### src/verilog/subskip_regs.vh
// Constants for the subtract, skip, swap and table-read execution block
`ifndef SUBSKIP_REGS_VH
`define SUBSKIP_REGS_VH

// Operation codes presented on op_code_in
`define OP_NONE        5'h00
`define OP_SBC_ACC     5'h01
`define OP_SBC_MEM     5'h02
`define OP_SUB_ACC     5'h03
`define OP_SUB_MEM     5'h04
`define OP_SUB_IMM     5'h05
`define OP_DEC_SKIP    5'h06
`define OP_DEC_SKIP_A  5'h07
`define OP_INC_SKIP    5'h08
`define OP_INC_SKIP_A  5'h09
`define OP_SET_BYTE    5'h0A
`define OP_SET_BIT     5'h0B
`define OP_BIT_SKIP_NZ 5'h0C
`define OP_BIT_SKIP_Z  5'h0D
`define OP_BYTE_SKIP_Z 5'h0E
`define OP_MOVE_SKIP_Z 5'h0F
`define OP_SWAP        5'h10
`define OP_SWAP_A      5'h11
`define OP_TAB_CUR     5'h12
`define OP_TAB_LAST    5'h13

// Field positions of the four-bit status word
`define FLAG_C_BIT     2'h0
`define FLAG_AUX_BIT   2'h1
`define FLAG_Z_BIT     2'h2
`define FLAG_OVF_BIT   2'h3

// Reset values and the all-ones pattern written by set byte
`define ACC_RESET      8'h00
`define FLAGS_RESET    4'h0
`define TABLE_HIGH_RESET 8'h00
`define BYTE_ALL_ONES  8'hFF

// Program memory geometry: 12-bit word address, 256-word pages
`define PAGE_HI_LAST   4'hF

`endif

### src/verilog/sub_alu.v
// Eight-bit subtractor with borrow in and the four status outputs
`timescale 1ns/10ps
`default_nettype none
module sub_alu
(
  // Operands
  input  wire [7:0] a_in,
  input  wire [7:0] b_in,
  input  wire       carry_in,
  // Result and flags
  output wire [7:0] diff_out,
  output wire       c_out,
  output wire       aux_out,
  output wire       z_out,
  output wire       ovf_out
);
  wire [8:0] full;
  wire [4:0] low;
  // A - B - !C done as A + ~B + C, carry out is the not-borrow
  assign full     = {1'b0, a_in} + {1'b0, ~b_in} + {8'h00, carry_in};
  assign low      = {1'b0, a_in[3:0]} + {1'b0, ~b_in[3:0]}
                  + {4'h0, carry_in};
  assign diff_out = full[7:0];
  assign c_out    = full[8];
  assign aux_out  = low[4];
  assign z_out    = (full[7:0] == 8'h00);
  assign ovf_out  = (a_in[7] ^ b_in[7]) & (a_in[7] ^ full[7]);
endmodule // sub_alu
`default_nettype wire

### src/verilog/subskip_exec.v
// Execution unit for subtract, skip, set, swap and table-read operations
//
// Contract
// RULE_01 - Subtract with borrow to memory: acc minus mem minus not carry.
// RULE_02 - Subtracts clear carry on negative result, set it otherwise.
// RULE_03 - Subtracts update overflow, zero, aux carry and carry flags.
// RULE_04 - Plain subtract puts acc minus mem in acc, no carry in.
// RULE_05 - Subtract-to-memory stores acc minus mem into the byte.
// RULE_06 - Subtract immediate: acc minus instruction constant into acc.
// RULE_07 - Decrement byte, write back, skip when the new value is zero.
// RULE_08 - Byte minus one into acc, memory kept, skip on zero.
// RULE_09 - Increment byte, write back, skip when wrapped result is zero.
// RULE_10 - Byte plus one into acc, memory kept, skip on zero.
// RULE_11 - A skipping instruction takes two cycles with a dummy cycle.
// RULE_12 - Set byte writes all ones and leaves flags alone.
// RULE_13 - Set bit forces only the selected bit to one.
// RULE_14 - Bit test skips when the selected bit is one.
// RULE_15 - Bit test skips when the selected bit is zero.
// RULE_16 - Byte test skips on zero, changing nothing.
// RULE_17 - Move byte to acc and skip when it is zero.
// RULE_18 - Swap nibbles of the byte in place, no flags.
// RULE_19 - Swapped byte goes to acc, memory unchanged.
// RULE_20 - Current-page table read: low byte to memory, high to table reg.
// RULE_21 - Last-page table read uses the final program page.
// RULE_22 - Skipped instruction has no side effect at all.
`timescale 1ns/10ps
`default_nettype none
`include "subskip_regs.vh"
module subskip_exec
(
  // Clock and reset
  input  wire        mclk_in,
  input  wire        rst_n_in,
  // Instruction issue
  input  wire        op_valid_in,
  input  wire [4:0]  op_code_in,
  input  wire [2:0]  bit_sel_in,
  input  wire [7:0]  imm_in,
  input  wire [7:0]  mem_rdata_in,
  input  wire [11:0] pc_in,
  input  wire [7:0]  table_pointer_in,
  input  wire [15:0] prog_rdata_in,
  // Data memory write
  output reg         mem_we_out,
  output reg  [7:0]  mem_wdata_out,
  // Program memory read for tables
  output reg         prog_re_out,
  output reg  [11:0] prog_addr_out,
  // Sequencing
  output wire        busy_out,
  output reg         skip_out,
  // Architectural state
  output wire [7:0]  acc_out,
  output wire [3:0]  flags_out,
  output wire [7:0]  table_high_byte_out
);
  localparam ST_RUN   = 2'h0;
  localparam ST_DUMMY = 2'h1;
  localparam ST_TABLE = 2'h2;

  reg  [1:0] state_reg;
  reg  [1:0] state_next;
  reg  [7:0] acc_reg;
  reg  [7:0] acc_next;
  reg  [3:0] flags_reg;
  reg  [3:0] flags_next;
  reg  [7:0] table_high_reg;
  reg  [7:0] table_high_next;
  reg        we_next;
  reg  [7:0] wdata_next;
  reg        skip_next;
  reg        pre_next;
  reg [11:0] paddr_next;

  reg  [7:0] sub_b;
  reg        sub_cin;
  wire [7:0] diff;
  wire       d_c;
  wire       d_aux;
  wire       d_z;
  wire       d_ovf;
  wire [7:0] dec_val;
  wire [7:0] inc_val;
  wire [7:0] swapped;
  wire [7:0] bit_mask;
  wire       sel_bit;
  wire       take;

  // Subtract path shared by all subtract variants
  sub_alu u_alu
  (
    .a_in     (acc_reg),
    .b_in     (sub_b),
    .carry_in (sub_cin),
    .diff_out (diff),
    .c_out    (d_c),
    .aux_out  (d_aux),
    .z_out    (d_z),
    .ovf_out  (d_ovf)
  );

  // Issue is only honoured in the run state; the unit drops it otherwise
  assign take     = op_valid_in && (state_reg == ST_RUN);
  assign busy_out = (state_reg != ST_RUN);
  assign dec_val  = mem_rdata_in - 8'h01;
  assign inc_val  = mem_rdata_in + 8'h01;
  assign swapped  = {mem_rdata_in[3:0], mem_rdata_in[7:4]};
  assign bit_mask = 8'h01 << bit_sel_in;
  assign sel_bit  = mem_rdata_in[bit_sel_in];

  assign acc_out             = acc_reg;
  assign flags_out           = flags_reg;
  assign table_high_byte_out = table_high_reg;

  always @*
  begin
    sub_b   = mem_rdata_in;
    sub_cin = 1'b1;
    if (op_code_in == `OP_SUB_IMM)
    begin
      sub_b = imm_in; // [RULE_06]
    end
    if ((op_code_in == `OP_SBC_ACC) || (op_code_in == `OP_SBC_MEM))
    begin
      sub_cin = flags_reg[`FLAG_C_BIT]; // [RULE_01]
    end
  end

  always @*
  begin
    state_next = ST_RUN;
    acc_next   = acc_reg;
    flags_next = flags_reg;
    table_high_next = table_high_reg;
    we_next    = 1'b0;
    wdata_next = mem_wdata_out;
    skip_next  = 1'b0;
    pre_next   = 1'b0;
    paddr_next = prog_addr_out;
    case (state_reg)
      ST_DUMMY:
      begin
        // Discarded slot: nothing architectural moves [RULE_22]
        state_next = ST_RUN;
      end
      ST_TABLE:
      begin
        we_next    = 1'b1; // [RULE_20]
        wdata_next = prog_rdata_in[7:0];
        table_high_next = prog_rdata_in[15:8];
        state_next = ST_RUN;
      end
      ST_RUN:
      begin
        if (take)
        begin
          case (op_code_in)
            `OP_SBC_ACC, `OP_SUB_ACC, `OP_SUB_IMM,
            `OP_SBC_MEM, `OP_SUB_MEM:
            begin
              // Carry is the not-borrow of the subtractor [RULE_02]
              flags_next = {d_ovf, d_z, d_aux, d_c}; // [RULE_03]
              if ((op_code_in == `OP_SBC_MEM) ||
                  (op_code_in == `OP_SUB_MEM))
              begin
                we_next    = 1'b1; // [RULE_01] [RULE_05]
                wdata_next = diff;
              end
              else
              begin
                acc_next = diff; // [RULE_04] [RULE_06]
              end
            end
            `OP_DEC_SKIP:
            begin
              we_next    = 1'b1;
              wdata_next = dec_val;
              skip_next  = (dec_val == 8'h00); // [RULE_07]
            end
            `OP_DEC_SKIP_A:
            begin
              acc_next  = dec_val;
              skip_next = (dec_val == 8'h00); // [RULE_08]
            end
            `OP_INC_SKIP:
            begin
              we_next    = 1'b1;
              wdata_next = inc_val;
              skip_next  = (inc_val == 8'h00); // [RULE_09]
            end
            `OP_INC_SKIP_A:
            begin
              acc_next  = inc_val;
              skip_next = (inc_val == 8'h00); // [RULE_10]
            end
            `OP_SET_BYTE:
            begin
              we_next    = 1'b1;
              wdata_next = `BYTE_ALL_ONES; // [RULE_12]
            end
            `OP_SET_BIT:
            begin
              we_next    = 1'b1;
              wdata_next = mem_rdata_in | bit_mask; // [RULE_13]
            end
            `OP_BIT_SKIP_NZ:
            begin
              skip_next = sel_bit; // [RULE_14]
            end
            `OP_BIT_SKIP_Z:
            begin
              skip_next = ~sel_bit; // [RULE_15]
            end
            `OP_BYTE_SKIP_Z:
            begin
              skip_next = (mem_rdata_in == 8'h00); // [RULE_16]
            end
            `OP_MOVE_SKIP_Z:
            begin
              acc_next  = mem_rdata_in;
              skip_next = (mem_rdata_in == 8'h00); // [RULE_17]
            end
            `OP_SWAP:
            begin
              we_next    = 1'b1;
              wdata_next = swapped; // [RULE_18]
            end
            `OP_SWAP_A:
            begin
              acc_next = swapped; // [RULE_19]
            end
            `OP_TAB_CUR:
            begin
              pre_next   = 1'b1;
              paddr_next = {pc_in[11:8], table_pointer_in}; // [RULE_20]
              state_next = ST_TABLE;
            end
            `OP_TAB_LAST:
            begin
              pre_next   = 1'b1;
              // Final page of a 4K word store [RULE_21]
              paddr_next = {`PAGE_HI_LAST, table_pointer_in};
              state_next = ST_TABLE;
            end
            default:
            begin
              state_next = ST_RUN;
            end
          endcase
          // A taken skip spends a dummy cycle on the next fetch [RULE_11]
          if (skip_next)
          begin
            state_next = ST_DUMMY;
          end
        end
      end
      default:
      begin
        state_next = ST_RUN;
      end
    endcase
  end

  always @(posedge mclk_in or negedge rst_n_in)
  begin
    if (!rst_n_in)
    begin
      state_reg     <= ST_RUN;
      acc_reg       <= `ACC_RESET;
      flags_reg     <= `FLAGS_RESET;
      table_high_reg <= `TABLE_HIGH_RESET;
      mem_we_out    <= 1'b0;
      mem_wdata_out <= 8'h00;
      skip_out      <= 1'b0;
      prog_re_out   <= 1'b0;
      prog_addr_out <= 12'h000;
    end
    else
    begin
      state_reg     <= state_next;
      acc_reg       <= acc_next;
      flags_reg     <= flags_next;
      table_high_reg <= table_high_next;
      mem_we_out    <= we_next;
      mem_wdata_out <= wdata_next;
      skip_out      <= skip_next;
      prog_re_out   <= pre_next;
      prog_addr_out <= paddr_next;
    end
  end
endmodule // subskip_exec
`default_nettype wire

### config.mk
export PLATFORM = sky130hd
export DESIGN_NAME = subskip_exec
export DESIGN_NICKNAME = d
export VERILOG_FILES = /design/src/verilog/sub_alu.v /design/src/verilog/subskip_exec.v
export VERILOG_INCLUDE_DIRS = /design/src /design/src/verilog
export SDC_FILE = /design/constraint.sdc
export NUM_CORES = 1
export LEC_CHECK = 0
export ABC_AREA = 0
export BUFFER_PORTS_ARGS = -buffer_cell sky130_fd_sc_hd__buf_2
export CORE_MARGIN = 2
export CORE_UTILIZATION = 49
export CTS_BUF_LIST = sky130_fd_sc_hd__clkbuf_4 sky130_fd_sc_hd__clkbuf_8
export CTS_CLUSTER_DIAMETER = 40
export DETAILED_ROUTE_END_ITERATION = 7
export PLACE_DENSITY_LB_ADDON = 0.08
export SETUP_SLACK_MARGIN = 0.1
export SLEW_MARGIN = 20
export SYNTH_ARGS = -nofsm -noshare
export SYNTH_HDL_FRONTEND = slang
export SYNTH_HIERARCHICAL = 1
export SYNTH_SLANG_ARGS = --single-unit
### constraint.sdc
create_clock -name mclk_in -period 2.4 [get_ports mclk_in]
set_input_delay 0.12 -clock mclk_in [delete_from_list [all_inputs] [get_ports mclk_in]]
set_output_delay 0.12 -clock mclk_in [all_outputs]
set_load 0.005 [all_outputs]
---- Yosys cells after proc, flatten, opt, wreduce, memory -nomap -nowiden ----
Cells that the tools add are included.
operators by class
  $add $sub $neg .......................... 6
  order comparisons ....................... 1
  eq/ne operators ......................... 24
  shifts and indexed selects .............. 1
  multiplexer cells ....................... 27
  bitwise operators ....................... 7
  reductions and logical operators ........ 22
operator list
  cell                   count
  $pmux W8 S6            1
  $eq A5 B4 Y1 const B   8
  $pmux W8 S5            1
  $logic_not A8 Y1       4
  $mux W8                4
  $pmux W12 S2           1
  $eq A5 B3 Y1 const B   4
  $eq A5 B5 Y1 const B   4
  $pmux W8 S2            1
  $mux W1                11
  $eq A5 B2 Y1 const B   2
  $reduce_or A5 Y1       2
  $add A8 B8 Y9          1
  $add A9 B1 Y9          1
  $add A8 B1 Y8 const B  1
  $mux W2                4
  $not A8 Y8             1
  $or A8 B8 Y8           1
  $reduce_and A4 Y1      2
  $reduce_or A2 Y1       4
  $shl A1 B3 Y8 const A  1
  $sub A8 B1 Y8 const B  1
  $ne A7 B1 Y1 const B   1
  $reduce_and A3 Y1      2
  other kinds (19)       25
storage, ports and cells
  register bits ........................... 45
  input port bits ......................... 63
  output and inout bits ................... 44
  logic and storage cells ................. 97

---- Longest topological paths before layout ----
  depth in word-level cells ............... 9
  mapped depth ............................ 14
  mapped depth without buffers ............ 13

---- Cells and area by module ----
Netlist, hierarchy kept.
modules (own cells, without submodules)
  module        times used  cells each  area each (um2)  sequential area each (um2)
  subskip_exec  1           382         3228.1           1101.1
  sub_alu       1           60          459.2            0.0

---- Worst setup path before layout ----
OpenSTA, ideal clock, no wires.
  path kind ............................... in2reg
  from .................................... input port op_code_in[3]
  to ...................................... register flags_reg[2], in the netlist flags_out[2]
  library setup time ...................... 65 ps
  arrival ................................. 3134 ps
  required time ........................... 2335 ps
  slack ................................... -798 ps
  stages on the path ...................... 14
  buffers on the path ..................... 1
  path through ............................ clkbuf_1 nor3b_1 nand2_1 mux2_2 inv_1 fa_1 inv_1 fa_1 nor2b_4 o21a_1 or3_1 a2111o_1 nor4_2 mux2_2
on the way
  cells in the longest elaborated chain, start to end .. 6
  elaborated cells on any way between the ends .. 14
  classes of those cells .................. add/sub: 2; eq/ne: 5; mux: 2; bitwise: 1; reduce/logical: 4
ends and longest elaborated chain
  what                    line                source
  start: declaration      subskip_exec.v:36   input wire [4:0] op_code_in,
  $eq A5 B3 Y1            n/a
  $mux W8                 subskip_exec.v:119  if (op_code_in == `OP_SUB_IMM)
  net sub_b[0]            subskip_exec.v:75   reg [7:0] sub_b;
  $not A8 Y8              sub_alu.v:20        assign full = {1'b0, a_in} + {1'b0, ~b_in} + {8'h00, carry_in};
  $add A8 B8 Y9           sub_alu.v:20
  $add A9 B1 Y9           sub_alu.v:20
  $logic_not A8 Y1        sub_alu.v:26        assign z_out = (full[7:0] == 8'h00);
  net d_z                 subskip_exec.v:80   wire d_z;
  end signal: assignment  subskip_exec.v:270  flags_reg <= `FLAGS_RESET;
  end signal: assignment  subskip_exec.v:282  flags_reg <= flags_next;
  end: declaration        subskip_exec.v:65   reg [3:0] flags_reg;
The timed path passes the listed nets, and every way through them passes these cells.
A chain may end at the register's enable or synchronous reset.

---- Worst setup path after layout ----
  from .................................... register flags_reg[0], in the netlist flags_out[0]
  to ...................................... register flags_reg[2], in the netlist flags_out[2]
on the way
  cells in the longest elaborated chain, start to end .. 3
ends and longest elaborated chain
  what              line                source
  $mux W1           subskip_exec.v:123  if ((op_code_in == `OP_SBC_ACC) || (op_code_in == `OP_SBC_MEM))
  net sub_cin       subskip_exec.v:76   reg sub_cin;
  $add A9 B1 Y9     sub_alu.v:20
  net diff[7]       subskip_exec.v:77   wire [7:0] diff;
  $logic_not A8 Y1  sub_alu.v:26
  net d_z           subskip_exec.v:80
The timed path passes the listed nets, and every way through them passes these cells.

==> impl_results.md <==
* Status: finished with violations
* Failing checks: setup timing
* CTS H-tree lvls at 2
* Final Skew at 0.0146 ns
* Startpoint of the worst hold path: table_pointer_in[7]
* Core Area at 7250 um2
* Maximum VDD drop at 0.435 mV
* Top Layer Used: met4
* Final period util at 1.20
* Sequential area share after synthesis at 0.299
* Flip-flop count of the largest register after layout at 12
* Kind of end point of the critical path: flop
* Most flop-heavy register: prog_addr_out
* Pre-antenna DRT Iters at 5
* Fillers at 605
* Wirelength, routed at 12400 um
* Critical path peak fanout at 3
* Vias in the first global route at 3780
* Storage element area at 1100 um2
* DP Wirelength at 9440 um
* Largest net degree at the start of global routing at 40
* Clock buffer depth at 2
* Slew headroom at 0.397
* Post-route ant nets at 0
* Setup TNS at -3.87 ns
* Synth top cells by count: nand2_1 (62), dfrtp_1 (44), mux2_2 (25), o21ai_0 (25), inv_1 (24)
* ANT cells at 0
* Via Count at 3964
* Setup ws final at -0.478 ns
* Via density per instance at 5.81
* Worst-Margin Slew at 0.898 ns
* Largest cells by area after synthesis: dfrtp_1 (30%), mux2_2 (7.6%), nand2_1 (6.3%)
* Max-Cap Viols at 0
* Final Hold Viols at 0
* Fin. max-slew vios at 0
* Pwr/cell area at 865 nW/um2
* Port-buffer cells at 98
* Total track usage at 0.298
* Final setup viols at 13
* IO Pins at 107
* DRC at 0
* Area Growth Syn to Fin at 36.4%
* Clock root buffer: clkbuf_8
* Post-synth EDFFs at 0
* RePlAce Congestion at 0.985
* Grt total ovfl at 0
* Nets at 659
* Post-DR wirelength/cell at 18.2 um
* Mapped Avg Cell Area at 8.34 um2
* Initial antenna violation count at 0
* CTS sink cnt at 44
* Top_reg_cell synth: dfrtp_1
* Post-Synthesis Net Count at 519
* Most frequent cell after synthesis: nand2_1
* Area leader, netlist: dfrtp_1
* Final Util at 0.693
* HP Class: in2reg
* Num CTS Buffers at 5
* YS warnings at 6
* RSZ-0062 raised after global routing: true
* FF-to-FF Start: flags_out[0]$_DFFE_PN0P_
* Area occupied by multi-input gates at 2620 um2
* Share of the synthesized area in the top cell type at 0.299
* Post-synthesis cell count at 442
* Critical path class: reg2reg
* Max Freq at 0.348 GHz
* Die area at 8230 um2
* Initial core utilization at 0.508
* Starting DRC count in detailed routing at 264
* Crit start category: flop
* WL met2 at 5670 um
* CP required at 2.60 ns
* Worst skew pair latency at 0.31 ns
* Die extent in y at 90.7 um
* Worst-path clk slew at 0.10 ns
* Synth unique cells at 71
* Pleak at 2.38 nW
* Share of cells above drive strength 1 at 0.420
* Synth Register Bits at 44
* Crit path arrival time at 3.08 ns
* CTS tree: built
* Post-synth design cell area at 3690 um2
* Met1 WL at 5540 um
* Row count at 31
* First-pass GRT wire length at 19700 um
* Chip width at 90.7 um
* Hold WS at 0.00593 ns
* Met3 wire len at 826 um
* Asr flop ratio synth at 1.00
* Min Tclk post-route at 2.88 ns
* Crit. Startpoint: flags_out[0]$_DFFE_PN0P_
-- final cells by class --
type                    count  share of cell area
clock inverters             3             0.00920
flip-flops and latches     44               0.219
repair buffers            159               0.191
well taps                  99              0.0246
clock buffers               5              0.0137
inverters                  27              0.0214
multi-input cells         345               0.521
-- path summary, 6_finish.rpt --
check | to | slack (ns) | depth (start not counted)
worst max-delay path | flags_out[2]$_DFFE_PN0P_ | -0.48 | 11
worst min-delay path | prog_addr_out[7]$_DFFE_PN0P_ | 0.006 | 3
worst max register to register | flags_out[2]$_DFFE_PN0P_ | -0.48 | 11
worst min register to register | prog_addr_out[5]$_DFFE_PN0P_ | 0.47 | 2
max in group asynchronous | mem_wdata_out[7]$_DFFE_PN0P_ | 1.53 | 3
min in group asynchronous | acc_out[4]$_DFFE_PN0P_ | 0.15 | 2
-- logic make-up after synthesis --
kind of cell	after synthesis	synth area share
AO/OA/AOI/OAI	118	0.227
AND/OR/NAND/NOR	165	0.233
flip-flops	44	0.299
multiplexers	29	0.0872
adder cells (fa/ha/maj)	14	0.0516
buffers and inverters	53	0.0577
XOR/XNOR	19	0.0451
-- placed cells by master (no fill, tap or decap), types with 7 or more instances in the layout --
| master | count |
|---|---|
| o21ai_0 | 20 |
| inv_1 | 21 |
| dfrtp_1 | 44 |
| o21ai_1 | 8 |
| buf_2 | 98 |
| nor3_1 | 10 |
| mux2_2 | 22 |
| nand2_1 | 60 |
| nand2b_1 | 7 |
| ha_1 | 12 |
| buf_4 | 57 |
| nand3_1 | 10 |
| a22oi_1 | 7 |
| a21oi_1 | 17 |
| nor2_1 | 18 |
| xnor2_1 | 10 |
-- repair_timing --
action | CTS | global route
hold buffers | 3 | 0
hold endpoints to repair | 7 | 0
gates resized for setup | 22 | 18
setup endpoints to repair | 17 | 26
pin swaps | 12 | 18
setup buffers | 4 | 4
-- report_power, final --
part           internal (mW)  leakage [nW]  switching [mW]
clock                  0.314        0.0548           0.281
combinational           1.37          1.78            1.27
sequential             0.970         0.550           0.148
total                   2.65          2.38            1.70
-- worst max-delay path, stage by stage (launching register included) --
cell	delay, ns
dfrtp_1	0.44
nor4_4	0.18
o21ai_2	0.12
fa_2	0.38
buf_4	0.16
a211oi_4	0.27
nor3_2	0.09
or4b_1	0.47
nand4_1	0.20
buf_4	0.16
nor4_2	0.04
mux2_4	0.27
-- metrics by stage --
step           total power [mW]  setup WS (ns)  instances  cell area (um2)
2_1_floorplan              2.32         -0.405        442             3780
3_3_place_gp               3.17         -0.467        664             4640
3_5_place_dp               3.24         -0.537        664             4640
4_1_cts                    4.09         -0.409        678             4900
5_1_grt                    4.60         -0.532        682             5030
6_report                   4.35         -0.478        682             5030
-- layer usage --
| metal | global-route usage | up-vias |
|---|---|---|
| met5 | 0 | - |
| met4 | 0.0910 | 0 |
| met3 | 0.0326 | 29 |
| met2 | 0.481 | 181 |
| met1 | 0.420 | 1868 |
| li1 | - | 1886 |
(Power assumes the default switching activity.)
